File: config.mk
export PLATFORM = sky130hd
export DESIGN_NAME = memory_mode_decoder
export DESIGN_NICKNAME = d
export VERILOG_FILES = /design/src/design/mode_decoder_pkg.sv /design/src/design/memory_mode_decoder.sv /design/src/design/strobe_decoder.sv
export SDC_FILE = /design/constraint.sdc
export NUM_CORES = 1
export LEC_CHECK = 0
export BUFFER_PORTS_ARGS = -buffer_cell sky130_fd_sc_hd__buf_2
export CORE_ASPECT_RATIO = 0.5
export CORE_MARGIN = 2
export CORE_UTILIZATION = 34
export DETAILED_ROUTE_END_ITERATION = 12
export PLACE_DENSITY_LB_ADDON = 0.3
export SLEW_MARGIN = 10
export SYNTH_ARGS = -nofsm -noshare
export SYNTH_HDL_FRONTEND = slang
export SYNTH_SLANG_ARGS = --single-unit
File: constraint.sdc
create_clock -name pclk -period 2.55 [get_ports pclk]
set_clock_uncertainty 0.15 [all_clocks]
set_input_delay 0.255 -clock pclk [delete_from_list [all_inputs] [get_ports pclk]]
set_output_delay 0.255 -clock pclk [all_outputs]
set_load 0.005 [all_outputs]
File: src/design/mode_decoder_pkg.sv
// Notes on behaviour
// Network select high for 0xFD00-0xFDFF only
// Expansion select low for 0xFE00-0xFEFF only
// Reset out: inverted high copy, plain low copy
// Mode captured from switch at reset fall
// Option output high in program, low run
// Program mode: flash on strobes, RAM idle
// Run mode: RAM on strobes outside window
// Run mode: flash follows code fetch strobe
// Option inputs low when jumpered, else high
// Board ties option output to external access
// Partner supplies demultiplexed address and data
// Upper memory address bits always zero
// Program and run LEDs complementary, active low; the LED test lights both at once
// Selects and strobes combinational, no latency
package mode_decoder_pkg;
  // Upper address byte of each decoded window
  localparam logic [7:0] NET_WINDOW = 8'hfd;
  localparam logic [7:0] XIO_WINDOW = 8'hfe;
  localparam int UPPER_ADDR_W = 3;
  localparam logic [UPPER_ADDR_W-1:0] UPPER_ADDR_VAL = 3'h0;
  // APB register map, byte addresses
  localparam logic [11:0] STATUS_OFS = 12'h000;
  localparam logic [11:0] CTRL_OFS = 12'h004;
  // Status field positions
  localparam int STAT_MODE_BIT = 0;
  localparam int STAT_RST_BIT = 1;
  localparam int STAT_OPT_LSB = 4;
  // Control field positions and reset values
  localparam int CTRL_LEDTEST_BIT = 0;
  localparam logic CTRL_LEDTEST_RST = 1'b0;
  // Mode after power-up reset: program mode until a reset edge is seen
  localparam logic MODE_RST = 1'b1;
  // Reset input history starts at its idle level so no false fall follows reset
  localparam logic RST_IN_PREV_RST = 1'b1;
  // Indicators after reset agree with program mode and the LED test off
  localparam logic PROG_LED_N_RST = 1'b0;
  localparam logic RUN_LED_N_RST = 1'b1;
endpackage

File: src/design/memory_mode_decoder.sv
// The implementer's own choices: the address map and the APB register port.
`timescale 1ns/1ps
module memory_mode_decoder
  import mode_decoder_pkg::*;
(
  input wire logic pclk,
  input wire logic presetn,
  input wire logic [11:0] paddr,
  input wire logic psel,
  input wire logic penable,
  input wire logic pwrite,
  input wire logic [31:0] pwdata,
  output logic [31:0] prdata,
  output logic pready,
  output logic pslverr,
  input wire logic [7:0] addr_hi,
  input wire logic data_read_n,
  input wire logic data_write_n,
  input wire logic code_fetch_strobe_n,
  input wire logic reset_in_n,
  input wire logic switch_run_input,
  input wire logic [3:0] option_in,
  output logic net_ctrl_select,
  output logic xio_window_sel_n,
  output logic reset_out_hi,
  output logic reset_out_lo,
  output logic option_out,
  output logic prog_led_n,
  output logic run_led_n,
  output logic flash_sel_n,
  output logic flash_rd_n,
  output logic flash_wr_n,
  output logic sram_sel_n,
  output logic sram_rd_n,
  output logic sram_wr_n,
  output logic [UPPER_ADDR_W-1:0] upper_mem_addr
);
  typedef struct packed {
    logic program_mode_flag;
    logic rst_in_prev;
    logic led_test;
    logic [31:0] rdata;
    logic ready;
    logic err;
    logic prog_led_n;
    logic run_led_n;
  } state_s;

  state_s state_ff;
  state_s nxt_state;
  logic [31:0] read_val;
  logic mapped;

  // Register read mux, evaluated in the setup phase
  // Unmapped offsets read as zero and raise the error flag
  always_comb begin
    read_val = 32'h0;
    mapped = 1'b1;
    if (paddr == STATUS_OFS) begin
      read_val[STAT_MODE_BIT] = state_ff.program_mode_flag;
      read_val[STAT_RST_BIT] = reset_in_n;
      read_val[STAT_OPT_LSB +: 4] = option_in;
    end else if (paddr == CTRL_OFS) begin
      read_val[CTRL_LEDTEST_BIT] = state_ff.led_test;
    end else begin
      mapped = 1'b0;
    end
  end

  // Next state: mode capture and APB handshake
  always_comb begin
    nxt_state = state_ff;
    nxt_state.rst_in_prev = reset_in_n;
    // load inverse of switch on reset fall only
    if (state_ff.rst_in_prev && !reset_in_n) begin
      nxt_state.program_mode_flag = !switch_run_input;
    end
    // Answer is prepared in setup so ready comes from a flop
    nxt_state.ready = 1'b0;
    nxt_state.err = 1'b0;
    if (psel && !penable) begin
      nxt_state.ready = 1'b1;
      nxt_state.err = !mapped;
      nxt_state.rdata = pwrite ? 32'h0 : read_val;
    end
    if (psel && penable && state_ff.ready && pwrite && paddr == CTRL_OFS) begin
      nxt_state.led_test = pwdata[CTRL_LEDTEST_BIT];
    end
    // indicators from next mode
    nxt_state.prog_led_n = !nxt_state.program_mode_flag && !nxt_state.led_test;
    nxt_state.run_led_n = nxt_state.program_mode_flag && !nxt_state.led_test;
  end

  // Async reset leaves the board in program mode with the LED test off
  always_ff @(posedge pclk or negedge presetn) begin
    if (!presetn) begin
      state_ff <= '{program_mode_flag: MODE_RST, rst_in_prev: RST_IN_PREV_RST,
                    led_test: CTRL_LEDTEST_RST, rdata: 32'h0, ready: 1'b0, err: 1'b0,
                    prog_led_n: PROG_LED_N_RST, run_led_n: RUN_LED_N_RST};
    end else begin
      state_ff <= nxt_state;
    end
  end

  // Bus answer straight from its flops
  assign prdata = state_ff.rdata;
  assign pready = state_ff.ready;
  assign pslverr = state_ff.err;
  // option output tracks mode
  assign option_out = state_ff.program_mode_flag;
  // indicators from flops
  assign prog_led_n = state_ff.prog_led_n;
  assign run_led_n = state_ff.run_led_n;
  // reset buffering, left unregistered so reset reaches parts at once
  assign reset_out_hi = !reset_in_n;
  assign reset_out_lo = reset_in_n;
  // no bank switching
  assign upper_mem_addr = UPPER_ADDR_VAL;

  // Decode kept apart so the bus logic never adds delay to the strobes
  strobe_decoder u_dec (
    .prog_mode(state_ff.program_mode_flag),
    .addr_hi(addr_hi),
    .data_read_n(data_read_n),
    .data_write_n(data_write_n),
    .code_fetch_strobe_n(code_fetch_strobe_n),
    .net_ctrl_select(net_ctrl_select),
    .xio_window_sel_n(xio_window_sel_n),
    .flash_sel_n(flash_sel_n),
    .flash_rd_n(flash_rd_n),
    .flash_wr_n(flash_wr_n),
    .sram_sel_n(sram_sel_n),
    .sram_rd_n(sram_rd_n),
    .sram_wr_n(sram_wr_n)
  );
endmodule

File: src/design/strobe_decoder.sv
`timescale 1ns/1ps
module strobe_decoder
  import mode_decoder_pkg::*;
(
  input wire logic prog_mode,
  input wire logic [7:0] addr_hi,
  input wire logic data_read_n,
  input wire logic data_write_n,
  input wire logic code_fetch_strobe_n,
  output logic net_ctrl_select,
  output logic xio_window_sel_n,
  output logic flash_sel_n,
  output logic flash_rd_n,
  output logic flash_wr_n,
  output logic sram_sel_n,
  output logic sram_rd_n,
  output logic sram_wr_n
);
  // Pure decode so the bus sees no pipeline delay
  // combinational strobes
  always_comb begin
    // network window decode
    net_ctrl_select = (addr_hi == NET_WINDOW);
    // expansion window decode
    xio_window_sel_n = !(addr_hi == XIO_WINDOW);
    if (prog_mode) begin
      // flash as data memory
      flash_sel_n = data_read_n & data_write_n;
      flash_rd_n = data_read_n;
      flash_wr_n = data_write_n;
      sram_sel_n = 1'b1;
      sram_rd_n = 1'b1;
      sram_wr_n = 1'b1;
    end else begin
      // flash as code memory
      flash_sel_n = code_fetch_strobe_n;
      flash_rd_n = code_fetch_strobe_n;
      flash_wr_n = 1'b1;
      // RAM as data memory
      sram_sel_n = (data_read_n & data_write_n) | (addr_hi == XIO_WINDOW);
      sram_rd_n = data_read_n;
      sram_wr_n = data_write_n;
    end
  end
endmodule

; ---- Word-level counts from Yosys, hierarchy flattened
; Index checks and enable logic that the tools add are counted.
; Widths: inputs -> output; s select.
[totals]
regBits = 15
word_cells = 45
[op_classes]
eq_ne = 3
mux = 16
n_bitwise = 2
reduce_logical = 16
[op_table]
columns = cell, n
row1 = $eq 8x8->1 const B, 2
row2 = $mux 1, 13
row3 = $eq 12x3->1 const B, 1
row4 = $logic_not 12->1, 1
row5 = $logic_and 1x1->1, 8
row6 = $mux 8, 1
row7 = $logic_not 1->1, 7
row8 = $mux 4, 1
row9 = $mux 2, 1
row10 = $and 1x1->1, 1
row11 = $or 1x1->1, 1

; ---- Longest topological paths before layout
; Gate-level depths: netlist of run 1.
[depth]
word_depth = 7
mapped_depth = 4
mapped_depth_nobuf = 4

; ---- Modules after synthesis
; Synthesis of run 1 repeated with hierarchy kept, for this count alone.
[hier_totals]
hier_cells = 93
hier_area_um2 = 932.1
[modules_own_cells]
columns = module, n_inst, cells_per_inst, area_per_inst_um2, seq_area_each_um2
row1 = memory_mode_decoder, 1, 80, 850.8, 329.1
row2 = strobe_decoder, 1, 13, 81.3, 0.0

; ---- Worst setup path before layout of run 1
; Ideal clock, no wire load.
[synth_timing]
kind = register -> output
startpoint = register state_ff, in the netlist option_out
endpoint = output port flash_sel_n
arrival_time_ns = 1.072
setup_slack_ns = 1.073
stages_incl_launch_ff = 3
path_buffers = 0
cell_sequence = dfstp_2 mux2_2 and2_1
[synth_via]
elab_chain_len = 1
[synth_lines]
columns = element, line
row1 = start: declaration, memory_mode_decoder.sv:49  ; state_s state_ff;
row2 = start signal: assignment, memory_mode_decoder.sv:97  ; state_ff <= '{program_mode_flag: MODE_RST, rst_in_prev: RST_IN_PREV_RST,
row3 = start signal: assignment, memory_mode_decoder.sv:101  ; state_ff <= nxt_state;
row4 = $mux 1, strobe_decoder.sv:26  ; if (prog_mode) begin
row5 = end: declaration, memory_mode_decoder.sv:30  ; output logic flash_sel_n,
; Every way passes these cells.

; ---- Final worst setup path of run 1
; Ends and elaborated chain as after synthesis.

==> results of run 1 <==
[synthesized netlist by cell type, types with 2 or more instances]
cell and instances:
sky130_fd_sc_hd__buf_4 36, sky130_fd_sc_hd__dfrtp_1 10, sky130_fd_sc_hd__a22o_1 5, sky130_fd_sc_hd__nand2_1 4
sky130_fd_sc_hd__dfstp_2 3, sky130_fd_sc_hd__inv_1 3, sky130_fd_sc_hd__nor2_1 3, sky130_fd_sc_hd__nor4_4 3
sky130_fd_sc_hd__mux2i_1 2, sky130_fd_sc_hd__nand2b_1 2, sky130_fd_sc_hd__nand4_1 2, sky130_fd_sc_hd__or2_2 2
[sequential cells by signal, indices dropped and copies added (netlist names)]
register / count
pslverr: 1
pready: 1
run_led_n: 1
state_ff: 2
prog_led_n: 1
option_out: 1
prdata: 6
[worst max-delay path, cell delays in order, from the launching register on]
cell and delay [ps]:
sky130_fd_sc_hd__dfstp_2 590, sky130_fd_sc_hd__mux2_2 350, sky130_fd_sc_hd__and2_1 150, sky130_fd_sc_hd__buf_2 120
[metrics by stage]
| stage | power [mW] | utilization |
|---|---|---|
| global route | 0.536 | 0.442 |
| floorplan | 0.303 | - |
| detailed placement | 0.331 | 0.417 |
| global placement | 0.329 | 0.417 |
| finish | 0.502 | 0.442 |
| CTS | 0.508 | 0.438 |
[report_power, final]
part | switching, mW | leakage, nW | internal (mW)
Combinational | 0.0531 | 0.448 | 0.0497
Sequential | 0.00594 | 0.167 | 0.220
Clock | 0.0637 | 0.0228 | 0.110
Total | 0.123 | 0.638 | 0.380
[cell families after synthesis]
logic type | share of synthesized area
simple gates | 0.198
flops | 0.356
other cells | 0.00406
mux | 0.0338
compound gates | 0.100
buf+inv | 0.309
[routing by layer]
| layer | wire length, µm | track usage | part of all wire |
|---|---|---|---|
| met5 | 0 | 0 | 0 |
| met2 | 893 | 0.194 | 0.54 |
| met4 | 12 | 0.0268 | 0.0072 |
| met1 | 585 | 0.101 | 0.35 |
| met3 | 165 | 0.0441 | 0.10 |
[layout by cell type, fill, tap and decap left out]
cell type                       count
sky130_fd_sc_hd__inv_1              3
sky130_fd_sc_hd__dlygate4sd3_1      2
sky130_fd_sc_hd__clkbuf_1           1
sky130_fd_sc_hd__a211oi_2           1
sky130_fd_sc_hd__and2_1             1
sky130_fd_sc_hd__dfstp_2            3
sky130_fd_sc_hd__and3b_1            1
sky130_fd_sc_hd__a21o_2             1
sky130_fd_sc_hd__dfrtp_1           10
sky130_fd_sc_hd__or2_2              2
sky130_fd_sc_hd__o41ai_1            1
sky130_fd_sc_hd__buf_2             55
sky130_fd_sc_hd__conb_1            29
sky130_fd_sc_hd__o21ai_0            1
sky130_fd_sc_hd__and3_1             1
sky130_fd_sc_hd__nand3_1            1
sky130_fd_sc_hd__o21a_1             1
sky130_fd_sc_hd__nor3_1             1
sky130_fd_sc_hd__clkbuf_8           3
sky130_fd_sc_hd__nand2b_1           2
sky130_fd_sc_hd__nand3_2            1
sky130_fd_sc_hd__nor4_4             3
sky130_fd_sc_hd__nand2_1            4
sky130_fd_sc_hd__nor2b_1            1
sky130_fd_sc_hd__a31oi_1            1
sky130_fd_sc_hd__nand3b_1           1
sky130_fd_sc_hd__nor2_1             3
sky130_fd_sc_hd__a22o_1             5
sky130_fd_sc_hd__mux2i_1            2
sky130_fd_sc_hd__mux2_2             1
sky130_fd_sc_hd__nand4_1            2
[area by class of cell]
class | instances | area (µm²) | area share
clock buffers | 4 | 45.0 | 0.0394
inverters | 3 | 11.3 | 0.00986
multi-input cells | 67 | 415 | 0.364
flip-flops and latches | 13 | 329 | 0.288
well taps | 37 | 46.3 | 0.0405
repair buffers | 57 | 295 | 0.258
[final timing paths]
| kind | slack [ps] | end | cells past startpoint | from |
|---|---|---|---|---|
| worst max-delay path | 700 | flash_sel_n | 3 | option_out$_DFF_PN1_ |
| worst min register to register | 320 | prdata[0]$_DFFE_PN0P_ | 2 | prdata[0]$_DFFE_PN0P_ |
| worst max register to register | 1050 | run_led_n$_DFF_PN1_ | 4 | state_ff[37]$_DFF_PN1_ |
| worst min-delay path | 80 | prog_led_n$_DFF_PN0_ | 2 | pwdata[0] |
| min in group asynchronous | 270 | pready$_DFF_PN0_ | 2 | presetn |
| max in group asynchronous | 1700 | run_led_n$_DFF_PN1_ | 2 | presetn |
[repair_timing]
item	in CTS	in global routing
hold buffers	1	1
hold endpoints to repair	10	1
gates resized for setup	0	0
==> load_flow_metrics.sql, run 1 <==
INSERT INTO impl_metrics (metric_group, metric, value, unit) VALUES
('grt', 'first_global_vias', '537', ''),
('layout', 'layout_cell_share_with_drive_strength_beyond_1', '0.486', ''),
('logic_synthesis', 'post_synthesis_instance_area', '925', 'µm²'),
('layout', 'layout.nets', '211', ''),
('logic_synthesis', 'netlist_top_cells_area', 'sky130_fd_sc_hd__buf_4 29%, sky130_fd_sc_hd__dfrtp_1 27%, sky130_fd_sc_hd__dfstp_2 8.5%', ''),
('power', 'total_leakage_power', '0.638', 'nW'),
('floorplanning', 'die_y', '40.9', 'µm'),
('routing', 'detailed_route_drc_error_count', '0', ''),
('clock_network', 'clkTransAtPathRegs', '50', 'ps'),
('routing', 'routed_wire_length_per_instance', '9.15', 'µm'),
('placed_design', 'place.detailed.instances', '175', ''),
('logic_synthesis', 'netlist_instances', '92', ''),
('logic_synthesis', 'synth_largest_type_area_fraction', '0.292', ''),
('clock_network', 'clockRootBuffer', 'sky130_fd_sc_hd__clkbuf_8', ''),
('clock_network', 'htree_num_levels', '1', ''),
('grt', 'grt_start_max_net_pins', '14', ''),
('clock_network', 'insertion_delay', '240', 'ps'),
('logic_synthesis', 'seq_area_frac_synth', '0.356', ''),
('job', 'maxcap_viol_count', '0', ''),
('floorplanning', 'placement_rows', '13', ''),
('clock_network', 'cts_made_buffers', '3', ''),
('grt', 'antenna_found_initial', '0', ''),
('power', 'vdd.ir_drop.worst', '177', 'µV'),
('sta', 'timing.setup.tns', '0', 'ps'),
('routing', 'vias', '714', ''),
('logic_synthesis', 'synthesis.area_per_instance', '10.1', 'µm²'),
('placed_design', 'hpwl_after_detailed_placement', '1.47', 'mm'),
('floorplanning', 'die_w', '77.8', 'µm'),
('grt', 'groute.usage.overall', '0.0984', ''),
('clock_network', 'cts_num_sinks', '13', ''),
('floorplanning', 'die-area', '3180', 'µm²'),
('setup_path', 'cp-end-kind', 'output port', ''),
('logic_synthesis', 'netlist.top_cell.by_area', 'sky130_fd_sc_hd__buf_4', ''),
('logic_synthesis', 'postSynth.topFlopCell', 'sky130_fd_sc_hd__dfrtp_1', ''),
('grt', 'grt_pass1_wl', '2.28', 'mm'),
('logic_synthesis', 'ys_types', '29', ''),
('placed_design', 'dp_slack', '951', 'ps'),
('placed_design', 'finalWeightedCongestion', '0.763', ''),
('clock_network', 'tritoncts_clock_tree', 'done', ''),
('logic_synthesis', 'yosysWarnings', '0', ''),
('layout', 'finalNonFillerCells', '181', ''),
('logic_synthesis', 'ys_async_sr_fraction', '1.00', ''),
('sta', 'hold_viol', '0', ''),
('sta', 'final.min_clock_period', '1850', 'ps'),
('layout', 'finish.instance_area', '1140', 'µm²'),
('floorplanning', 'io-pin-count', '116', ''),
('layout', 'syn_to_final_growth', '23.5', '%'),
('routing', 'number_of_optimization_iterations_in_the_first_detailed_route_pass', '2', ''),
('setup_path', 'timing.setup.critical_path_class', 'reg -> out', ''),
('logic_synthesis', 'flip_flop_and_latch_count_after_synthesis', '13', ''),
('sta', 'layout_worst_path_cycle_share', '0.725', ''),
('setup_path', 'path_max_fanout', '7', ''),
('logic_synthesis', 'synth_edf_count', '0', ''),
('routing', 'postRouteAntennaNets', '0', ''),
('setup_path', 'crit_required', '2140', 'ps'),
('run_status', 'status', 'finished, final reports clean', ''),
('setup_path', 'timing.critical_path.from_type', 'flip-flop', ''),
('routing', 'detail_route.wirelength', '1.66', 'mm'),
('placed_design', 'io_buffer_count', '55', ''),
('layout', 'filler_cell_count', '256', ''),
('layout', 'n_antenna_cell', '0', ''),
('placed_design', 'post_dp_cell_area', '1080', 'µm²'),
('sta', 'max_freq', '541', 'MHz'),
('sta', 'fin_hold_ws', '82.3', 'ps'),
('routing', 'initialDrtViolationCount', '15', ''),
('grt', 'overflow', '0', ''),
('sta', 'setup_slack', '701', 'ps'),
('sta', 'timing_max_transition_violations_final', '0', ''),
('clock_network', 'cts_setup_buffers', '0', ''),
('floorplanning', 'floorplan.initialDensity', '0.358', ''),
('sta', 'report.final.setup_viol', '0', ''),
('clock_network', 'ctsLongestPathBuffers', '2', ''),
('floorplanning', 'design.core.area', '2590', 'µm²'),
('hold_path', 'timing.hold.worst.class', 'in -> reg', ''),
('routing', 'viasPerCell', '3.94', ''),
('setup_path', 'critical_path_arrival', '1440', 'ps'),
('sta', 'grt_setup_unrepaired', 'false', ''),
('power', 'power_per_cell_area', '440', 'nW/µm²');
Note: power is estimated with default switching activity, not from simulation.
==> run 2: changes to the inputs <==
--- a/config.mk
+++ b/config.mk
@@ -5,10 +5,11 @@
 export SDC_FILE = /design/constraint.sdc
 export NUM_CORES = 1
 export LEC_CHECK = 0
+export ABC_AREA = 1
 export BUFFER_PORTS_ARGS = -buffer_cell sky130_fd_sc_hd__buf_2
 export CORE_ASPECT_RATIO = 0.5
 export CORE_MARGIN = 2
-export CORE_UTILIZATION = 34
+export CORE_UTILIZATION = 29
 export DETAILED_ROUTE_END_ITERATION = 12
 export PLACE_DENSITY_LB_ADDON = 0.3
 export SLEW_MARGIN = 10
==> constraint.sdc (replaced) <==
create_clock -name pclk -period 1.6 [get_ports pclk]
set_clock_uncertainty 0.15 [all_clocks]
set_input_delay 0.16 -clock pclk [delete_from_list [all_inputs] [get_ports pclk]]
set_output_delay 0.16 -clock pclk [all_outputs]
set_load 0.005 [all_outputs]
==> run 2 against run 1 <==
Net effect: the flow now finishes with violations (hold timing); sequential power grew 57%; register-to-register slack lost 600 ps; sequential cell count is the same; die area is 20% higher; sequential share of layout area fell by 2.2 points.
==> load_flow_metrics.sql, run 2 <==
INSERT INTO impl_metrics (metric_group, metric, value, unit) VALUES
('logic_synthesis', 'netlist_instances', '127', ''),
('grt', 'antenna_found_initial', '0', ''),
('sta', 'hold_viol', '1', ''),
('routing', 'detail_route.wirelength', '1.89', 'mm'),
('routing', 'vias', '855', ''),
('job', 'maxcap_viol_count', '0', ''),
('grt', 'groute.usage.overall', '0.104', ''),
('routing', 'detailed_route_drc_error_count', '0', ''),
('floorplanning', 'design.core.area', '3080', 'µm²'),
('run_status', 'violated_checks', 'hold timing', ''),
('logic_synthesis', 'yosysMostFrequentCell', 'sky130_fd_sc_hd__buf_4', ''),
('clock_network', 'insertion_delay', '250', 'ps'),
('floorplanning', 'die_y', '44.8', 'µm'),
('placed_design', 'io_buffer_count', '55', ''),
('logic_synthesis', 'synth_largest_type_area_fraction', '0.281', ''),
('layout', 'multiInputGateArea', '413', 'µm²'),
('clock_network', 'cts_made_buffers', '3', ''),
('logic_synthesis', 'flip_flop_and_latch_count_after_synthesis', '13', ''),
('floorplanning', 'io-pin-count', '116', ''),
('grt', 'overflow', '0', ''),
('setup_path', 'worstSetupStartpoint', 'option_out$_DFF_PN1_', ''),
('clock_network', 'clkTransAtPathRegs', '60', 'ps'),
('setup_path', 'reg2regPathDepth', '4', ''),
('clock_network', 'htree_num_levels', '1', ''),
('layout', 'largest_register_ffs', '6', ''),
('power', 'total_leakage_power', '0.729', 'nW'),
('clock_network', 'cts_setup_buffers', '0', ''),
('layout', 'layout.area.seq', '329', 'µm²'),
('setup_path', 'cp-end-kind', 'output port', ''),
('layout', 'finish.instance_area', '1240', 'µm²'),
('placed_design', 'dp_slack', '343', 'ps'),
('setup_path', 'timing.setup.critical_path_class', 'reg -> out', ''),
('routing', 'viasPerCell', '3.80', ''),
('logic_synthesis', 'ys_async_sr_fraction', '1.00', ''),
('logic_synthesis', 'ys_types', '21', ''),
('clock_network', 'tritoncts_clock_tree', 'done', ''),
('placed_design', 'finalWeightedCongestion', '0.711', ''),
('sta', 'report.final.setup_viol', '0', ''),
('run_status', 'status', 'finished, violations left', ''),
('logic_synthesis', 'post_synthesis_instance_area', '963', 'µm²'),
('logic_synthesis', 'synthesis.area_per_instance', '7.59', 'µm²'),
('setup_path', 'path_max_fanout', '7', ''),
('layout', 'syn_to_final_growth', '28.4', '%'),
('setup_path', 'worstSetupEndpoint', 'flash_sel_n', ''),
('clock_network', 'ctsLongestPathBuffers', '2', ''),
('layout', 'layout_cell_share_with_drive_strength_beyond_1', '0.389', ''),
('sta', 'timing.setup.tns', '0', 'ps'),
('floorplanning', 'floorplan.initialDensity', '0.312', ''),
('setup_path', 'critical_path_arrival', '1190', 'ps'),
('sta', 'setup_slack', '98.8', 'ps'),
('sta', 'final.min_clock_period', '1500', 'ps'),
('clock_network', 'cts_resized', '0', ''),
('logic_synthesis', 'seq_area_frac_synth', '0.342', ''),
('placed_design', 'post_dp_cell_area', '1110', 'µm²'),
('layout', 'filler_cell_count', '330', ''),
('layout', 'final_common_cell', 'sky130_fd_sc_hd__buf_2', ''),
('sta', 'max_freq', '666', 'MHz'),
('routing', 'number_of_optimization_iterations_in_the_first_detailed_route_pass', '4', ''),
('routing', 'routed_wire_length_per_instance', '8.38', 'µm'),
('sta', 'fin_hold_ws', '-1.78', 'ps'),
('grt', 'grt_pass1_wl', '3.08', 'mm'),
('placed_design', 'hpwl_after_detailed_placement', '1.56', 'mm'),
('sta', 'layout_worst_path_cycle_share', '0.938', ''),
('floorplanning', 'placement_rows', '14', ''),
('sta', 'grt_setup_unrepaired', 'false', ''),
('floorplanning', 'die_w', '85.5', 'µm'),
('floorplanning', 'die-area', '3830', 'µm²'),
('setup_path', 'timing.critical_path.from_type', 'flip-flop', ''),
('logic_synthesis', 'synth_commonest_cells', '36 x sky130_fd_sc_hd__buf_4, 27 x sky130_fd_sc_hd__nand2_1, 10 x sky130_fd_sc_hd__dfrtp_1, 10 x sky130_fd_sc_hd__nor2_1, 9 x sky130_fd_sc_hd__inv_1', ''),
('grt', 'grt_start_max_net_pins', '14', ''),
('hold_path', 'timing.hold.worst.class', 'in -> reg', ''),
('grt', 'first_global_vias', '756', ''),
('routing', 'postRouteAntennaNets', '0', ''),
('layout', 'n_antenna_cell', '0', ''),
('setup_path', 'crit_required', '1290', 'ps'),
('logic_synthesis', 'yosysWarnings', '0', ''),
('power', 'vdd.ir_drop.worst', '242', 'µV'),
('setup_path', 'r2r-end', 'run_led_n$_DFF_PN1_', ''),
('clock_network', 'cts_num_sinks', '13', ''),
('setup_path', 'flop2flop_setup_slack', '450', 'ps'),
('sta', 'timing_max_transition_violations_final', '0', ''),
('power', 'power_per_cell_area', '662', 'nW/µm²'),
('routing', 'initialDrtViolationCount', '13', ''),
('layout', 'layout.nets', '252', ''),
('logic_synthesis', 'netlist.top_cell.by_area', 'sky130_fd_sc_hd__buf_4', ''),
('setup_path', 'r2r_start', 'state_ff[37]$_DFF_PN1_', ''),
('logic_synthesis', 'synth_edf_count', '0', ''),
('layout', 'layout.cells.most_common_list', '55 x sky130_fd_sc_hd__buf_2, 29 x sky130_fd_sc_hd__conb_1, 27 x sky130_fd_sc_hd__nand2_1', ''),
('logic_synthesis', 'postSynth.topFlopCell', 'sky130_fd_sc_hd__dfrtp_1', ''),
('clock_network', 'clockRootBuffer', 'sky130_fd_sc_hd__clkbuf_8', ''),
('logic_synthesis', 'netlist_top_cells_area', 'sky130_fd_sc_hd__buf_4 28%, sky130_fd_sc_hd__dfrtp_1 26%, sky130_fd_sc_hd__nand2_1 11%', '');
-- run 2: changes by cell type after synthesis, moves of 2 or more --
cell / previous run / this run
sky130_fd_sc_hd__a22o_1: 5 / 0
sky130_fd_sc_hd__inv_1: 3 / 9
sky130_fd_sc_hd__inv_2: 0 / 3
sky130_fd_sc_hd__mux2i_1: 2 / 0
sky130_fd_sc_hd__nand2_1: 4 / 27
sky130_fd_sc_hd__nand2_2: 0 / 2
sky130_fd_sc_hd__nand2b_1: 2 / 0
sky130_fd_sc_hd__nand3_1: 1 / 8
sky130_fd_sc_hd__nor2_1: 3 / 10
sky130_fd_sc_hd__nor2_2: 0 / 3
sky130_fd_sc_hd__nor2_4: 0 / 2
sky130_fd_sc_hd__nor4_4: 3 / 0
sky130_fd_sc_hd__o21ai_1: 0 / 2
sky130_fd_sc_hd__or2_2: 2 / 0
-- run 2: worst min path at each step --
stage            startpoint                    end  slack, ps  cells after the start
5_1_grt        option_in[3]  prdata[7]$_DFFE_PN0P_          9                      3
6_report       option_in[3]  prdata[7]$_DFFE_PN0P_         -2                      3
3_5_place_dp        presetn  prdata[5]$_DFFE_PN0P_        -90                      1
4_1_cts        option_in[3]  prdata[7]$_DFFE_PN0P_          3                      3
2_1_floorplan       presetn  prdata[0]$_DFFE_PN0P_       -290                      0
3_3_place_gp        presetn  prdata[1]$_DFFE_PN0P_        -90                      1
-- run 2: layer usage --
metal	wire [µm]	part of all wire	up-vias	GRT usage
li1	-	-	441	-
met1	708	0.38	377	0.107
met2	980	0.52	33	0.205
met3	155	0.082	4	0.0293
met4	40	0.021	0	0.0476
met5	0	0	-	0
-- run 2: kinds of logic (layout without fill, tap and decap cells) --
group / after synthesis / in the layout / synth area share
AO/OA/AOI/OAI: 5 / 5 / 0.0286
buffers and inverters: 49 / 79 / 0.339
flip-flops: 13 / 13 / 0.342
other: 1 / 29 / 0.00389
AND/OR/NAND/NOR: 59 / 59 / 0.287
-- run 2: timing repair --
item                                   CTS  global route
setup endpoints to repair                0             0
hold buffers                             8             0
endpoints found under the hold margin   19             0
-- run 2: report_power, final --
group | internal (mW) | switching [mW] | total (mW)
combinational | 0.0795 | 0.0892 | 0.169
sequential | 0.348 | 0.00611 | 0.354
clock | 0.176 | 0.120 | 0.296
-- run 2: stage by stage --
stage	utilization	total power [mW]	cells	hold WS (ps)
after global placement	0.361	0.513	213	-91.6
after floorplan	-	0.478	155	-286
final	0.401	0.819	225	-1.78
after CTS	0.401	0.835	225	2.92
after global routing	0.401	0.868	225	8.56
after detailed placement	0.361	0.516	213	-88.8
-- run 2: critical path, cell delays in order, from the launching register on --
cell and delay, ps:
sky130_fd_sc_hd__dfstp_2 550, sky130_fd_sc_hd__inv_1 110, sky130_fd_sc_hd__o21ai_0 160, sky130_fd_sc_hd__buf_2 130
-- run 2: cell type report --
| class | count | area share |
|---|---|---|
| Multi-Input combinational cell | 93 | 0.334 |
| Tap cell | 40 | 0.0404 |
| Inverter | 12 | 0.0364 |
| Timing Repair Buffer | 63 | 0.287 |
| Clock buffer | 4 | 0.0364 |
| Sequential cell | 13 | 0.266 |
==> run 3: changes to the inputs <==
==> constraint.sdc (replaced) <==
create_clock -name pclk -period 1.2 [get_ports pclk]
set_clock_uncertainty 0.15 [all_clocks]
set_input_delay 0.12 -clock pclk [delete_from_list [all_inputs] [get_ports pclk]]
set_output_delay 0.12 -clock pclk [all_outputs]
set_load 0.005 [all_outputs]
==> run 3 against run 2 <==
Net effect: final area grew 3.6%; the flow finishes with violations (setup timing); sequential power grew 33%; count of clock-buffer cells in the layout is the same; global-route usage grew 0.62 points; via count grew 0.35%; largest power group unchanged; highest routed layer unchanged; register-to-register slack lost 560 ps.
==> load_flow_metrics.sql, run 3 (same netlist as run 2, synthesis figures left out) <==
INSERT INTO impl_metrics (metric_group, metric, value, unit) VALUES
('setup_path', 'critical_path_arrival', '1080', 'ps'),
('hold_path', 'worst_hold_path.num_cells', '3', ''),
('floorplanning', 'placement_rows', '14', ''),
('grt', 'overflow', '0', ''),
('routing', 'postRouteAntennaNets', '0', ''),
('placed_design', 'post_dp_cell_area', '1120', 'µm²'),
('run_status', 'violated_checks', 'setup timing', ''),
('setup_path', 'timing.critical_path.buf_inv', '2', ''),
('setup_path', 'cell_family_with_most_cp_delay', 'flip-flops', ''),
('setup_path', 'critical-path-max-stage-delay', '560', 'ps'),
('layout', 'layout.nets', '255', ''),
('setup_path', 'crit_path_top_delay_cell', 'sky130_fd_sc_hd__dfstp_2', ''),
('power', 'switchingPower', '288', 'µW'),
('clock_network', 'insertion_delay', '240', 'ps'),
('grt', 'antenna_found_initial', '0', ''),
('routing', 'vias', '858', ''),
('sta', 'grt_setup_unrepaired', 'true', ''),
('power', 'total_leakage_power', '0.749', 'nW'),
('layout', 'layout.cells.most_common_list', '55 x sky130_fd_sc_hd__buf_2, 29 x sky130_fd_sc_hd__conb_1, 26 x sky130_fd_sc_hd__nand2_1', ''),
('routing', 'detailed_route_drc_error_count', '0', ''),
('routing', 'wl_met3', '158', 'µm'),
('routing', 'routed_wire_length_per_instance', '8.47', 'µm'),
('routing', 'number_of_optimization_iterations_in_the_first_detailed_route_pass', '4', ''),
('power', 'power_per_cell_area', '867', 'nW/µm²'),
('setup_path', 'cp.depth', '4', ''),
('clock_network', 'clockRootBuffer', 'sky130_fd_sc_hd__clkbuf_8', ''),
('sta', 'max_freq', '738', 'MHz'),
('sta', 'fin_hold_ws', '5.70', 'ps'),
('power', 'p_sw_frac', '0.259', ''),
('power', 'clockPowerShare', '0.341', ''),
('floorplanning', 'die_w', '85.5', 'µm'),
('grt', 'grt_start_max_net_pins', '14', ''),
('setup_path', 'timing.critical_path.cells', 'inv_4 -> nand2_4 -> o21ai_1 -> buf_2', ''),
('floorplanning', 'design.core.area', '3080', 'µm²'),
('routing', 'maxUsedRoutingLayer', 'met4', ''),
('clock_network', 'cts_made_buffers', '3', ''),
('setup_path', 'timing.setup.critical_path_class', 'reg -> out', ''),
('routing', 'detail_route.wirelength', '1.93', 'mm'),
('setup_path', 'timing.critical_path.from_type', 'flip-flop', ''),
('floorplanning', 'die_y', '44.8', 'µm'),
('placed_design', 'hpwl_after_detailed_placement', '1.52', 'mm'),
('sta', 'final.min_clock_period', '1350', 'ps'),
('sta', 'report.final.setup_viol', '8', ''),
('layout', 'finish.instance_area', '1280', 'µm²'),
('job', 'maxcap_viol_count', '0', ''),
('setup_path', 'crit_required', '930', 'ps'),
('layout', 'layout.area.seq', '329', 'µm²'),
('routing', 'viasPerCell', '3.76', ''),
('setup_path', 'cp-end-kind', 'output port', ''),
('routing', 'initialDrtViolationCount', '21', ''),
('placed_design', 'dp_slack', '-14.3', 'ps'),
('layout', 'largest_register_ffs', '6', ''),
('clock_network', 'cts_num_sinks', '13', ''),
('hold_path', 'timing.hold.worst.class', 'in -> reg', ''),
('power', 'cellInternalPower', '825', 'µW'),
('sta', 'timing_max_transition_violations_final', '0', ''),
('floorplanning', 'floorplan.initialDensity', '0.312', ''),
('clock_network', 'ctsLongestPathBuffers', '2', ''),
('setup_path', 'reg2regPathDepth', '6', ''),
('floorplanning', 'io-pin-count', '116', ''),
('floorplanning', 'die-area', '3830', 'µm²'),
('layout', 'multiInputGateArea', '433', 'µm²'),
('layout', 'syn_to_final_growth', '33.1', '%'),
('layout', 'n_antenna_cell', '0', ''),
('setup_path', 'path_max_fanout', '7', ''),
('clock_network', 'tritoncts_clock_tree', 'done', ''),
('clock_network', 'htree_num_levels', '1', ''),
('layout', 'filler_cell_count', '331', ''),
('placed_design', 'io_buffer_count', '55', ''),
('placed_design', 'finalWeightedCongestion', '0.713', ''),
('run_status', 'status', 'finished, violations left', ''),
('power', 'vdd.ir_drop.worst', '262', 'µV'),
('sta', 'timing.setup.tns', '-948', 'ps'),
('clock_network', 'clkTransAtPathRegs', '50', 'ps'),
('layout', 'layout_cell_share_with_drive_strength_beyond_1', '0.426', ''),
('sta', 'hold_viol', '0', ''),
('grt', 'first_global_vias', '770', ''),
('sta', 'layout_worst_path_cycle_share', '1.13', ''),
('routing', 'drt-met1-wl', '729', 'µm'),
('grt', 'grt_pass1_wl', '3.23', 'mm'),
('power', 'share_of_total_power_in_combinational_logic', '0.235', ''),
('grt', 'groute.usage.overall', '0.110', ''),
('sta', 'setup_slack', '-154', 'ps'),
('routing', 'routed-wl-met2', '1.02', 'mm'),
('power', 'sequentialPowerShare', '0.425', ''),
('layout', 'final_common_cell', 'sky130_fd_sc_hd__buf_2', '');
==> run 3: cell count changes in the layout (fill, tap and decap cells not counted) <==
cell / delta
sky130_fd_sc_hd__nand2_4: +1
sky130_fd_sc_hd__o21ai_2: +2
sky130_fd_sc_hd__nand3_2: +1
sky130_fd_sc_hd__inv_4: +1
sky130_fd_sc_hd__nand2_1: -1
sky130_fd_sc_hd__nand3_1: -1
sky130_fd_sc_hd__o21ai_0: -2
sky130_fd_sc_hd__buf_4: +3
sky130_fd_sc_hd__inv_1: -1
==> run 3: metal layers <==
| layer | global-route usage | up-vias |
|---|---|---|
| met2 | 0.205 | 34 |
| met3 | 0.0420 | 2 |
| met1 | 0.114 | 373 |
| met4 | 0.0540 | 0 |
| met5 | 0 | - |
| li1 | - | 449 |
==> run 3: power groups by stage <==
stage	logic, mW	registers [mW]	clock network [mW]
after CTS	0.249	0.473	0.396
final	0.261	0.472	0.379
after floorplan	0.157	0.481	0
after global routing	0.297	0.474	0.420
after global placement	0.212	0.478	0
after detailed placement	0.216	0.478	0
==> run 3: path summary, 6_finish.rpt <==
kind                                       start                     to  slack, ps
hold / removal                        reset_in_n  prdata[1]$_DFFE_PN0P_          6
setup reg to reg            option_out$_DFF_PN1_  prdata[0]$_DFFE_PN0P_       -110
setup / recovery            option_out$_DFF_PN1_             flash_rd_n       -150
hold reg to reg            prdata[6]$_DFFE_PN0P_  prdata[6]$_DFFE_PN0P_        320
max in group asynchronous                presetn    run_led_n$_DFF_PN1_        480
min in group asynchronous                presetn  prdata[1]$_DFFE_PN0P_        140
==> run 3: through the flow <==
stage	power, mW	std cells	utilization
2_1_floorplan	0.638	155	-
3_3_place_gp	0.690	214	0.363
3_5_place_dp	0.693	214	0.363
4_1_cts	1.12	227	0.409
5_1_grt	1.19	228	0.416
6_report	1.11	228	0.416
==> run 3: worst reg2reg max path, cell delays in order, from the launching register on <==
cell                      delay (ps)
sky130_fd_sc_hd__dfstp_2         560
sky130_fd_sc_hd__inv_4            60
sky130_fd_sc_hd__buf_4           130
sky130_fd_sc_hd__buf_4           120
sky130_fd_sc_hd__nand3_2          60
sky130_fd_sc_hd__nand2_1          40
sky130_fd_sc_hd__o21ai_1         120
==> run 3: cell type report <==
cell class              count  area share
clock buffers               4      0.0351
inverters                  12      0.0371
multi-input cells          93       0.338
flip-flops and latches     13       0.257
well taps                  40      0.0390
repair buffers             66       0.295
==> run 3: what timing repair did <==
action                                 in CTS  in global routing
endpoints found under the hold margin      21                  0
setup endpoints to repair                   7                  9
pin swaps                                   2                  2
hold buffers                                8                  0
buffers inserted                            1                  1
gates resized for setup                     6                  3
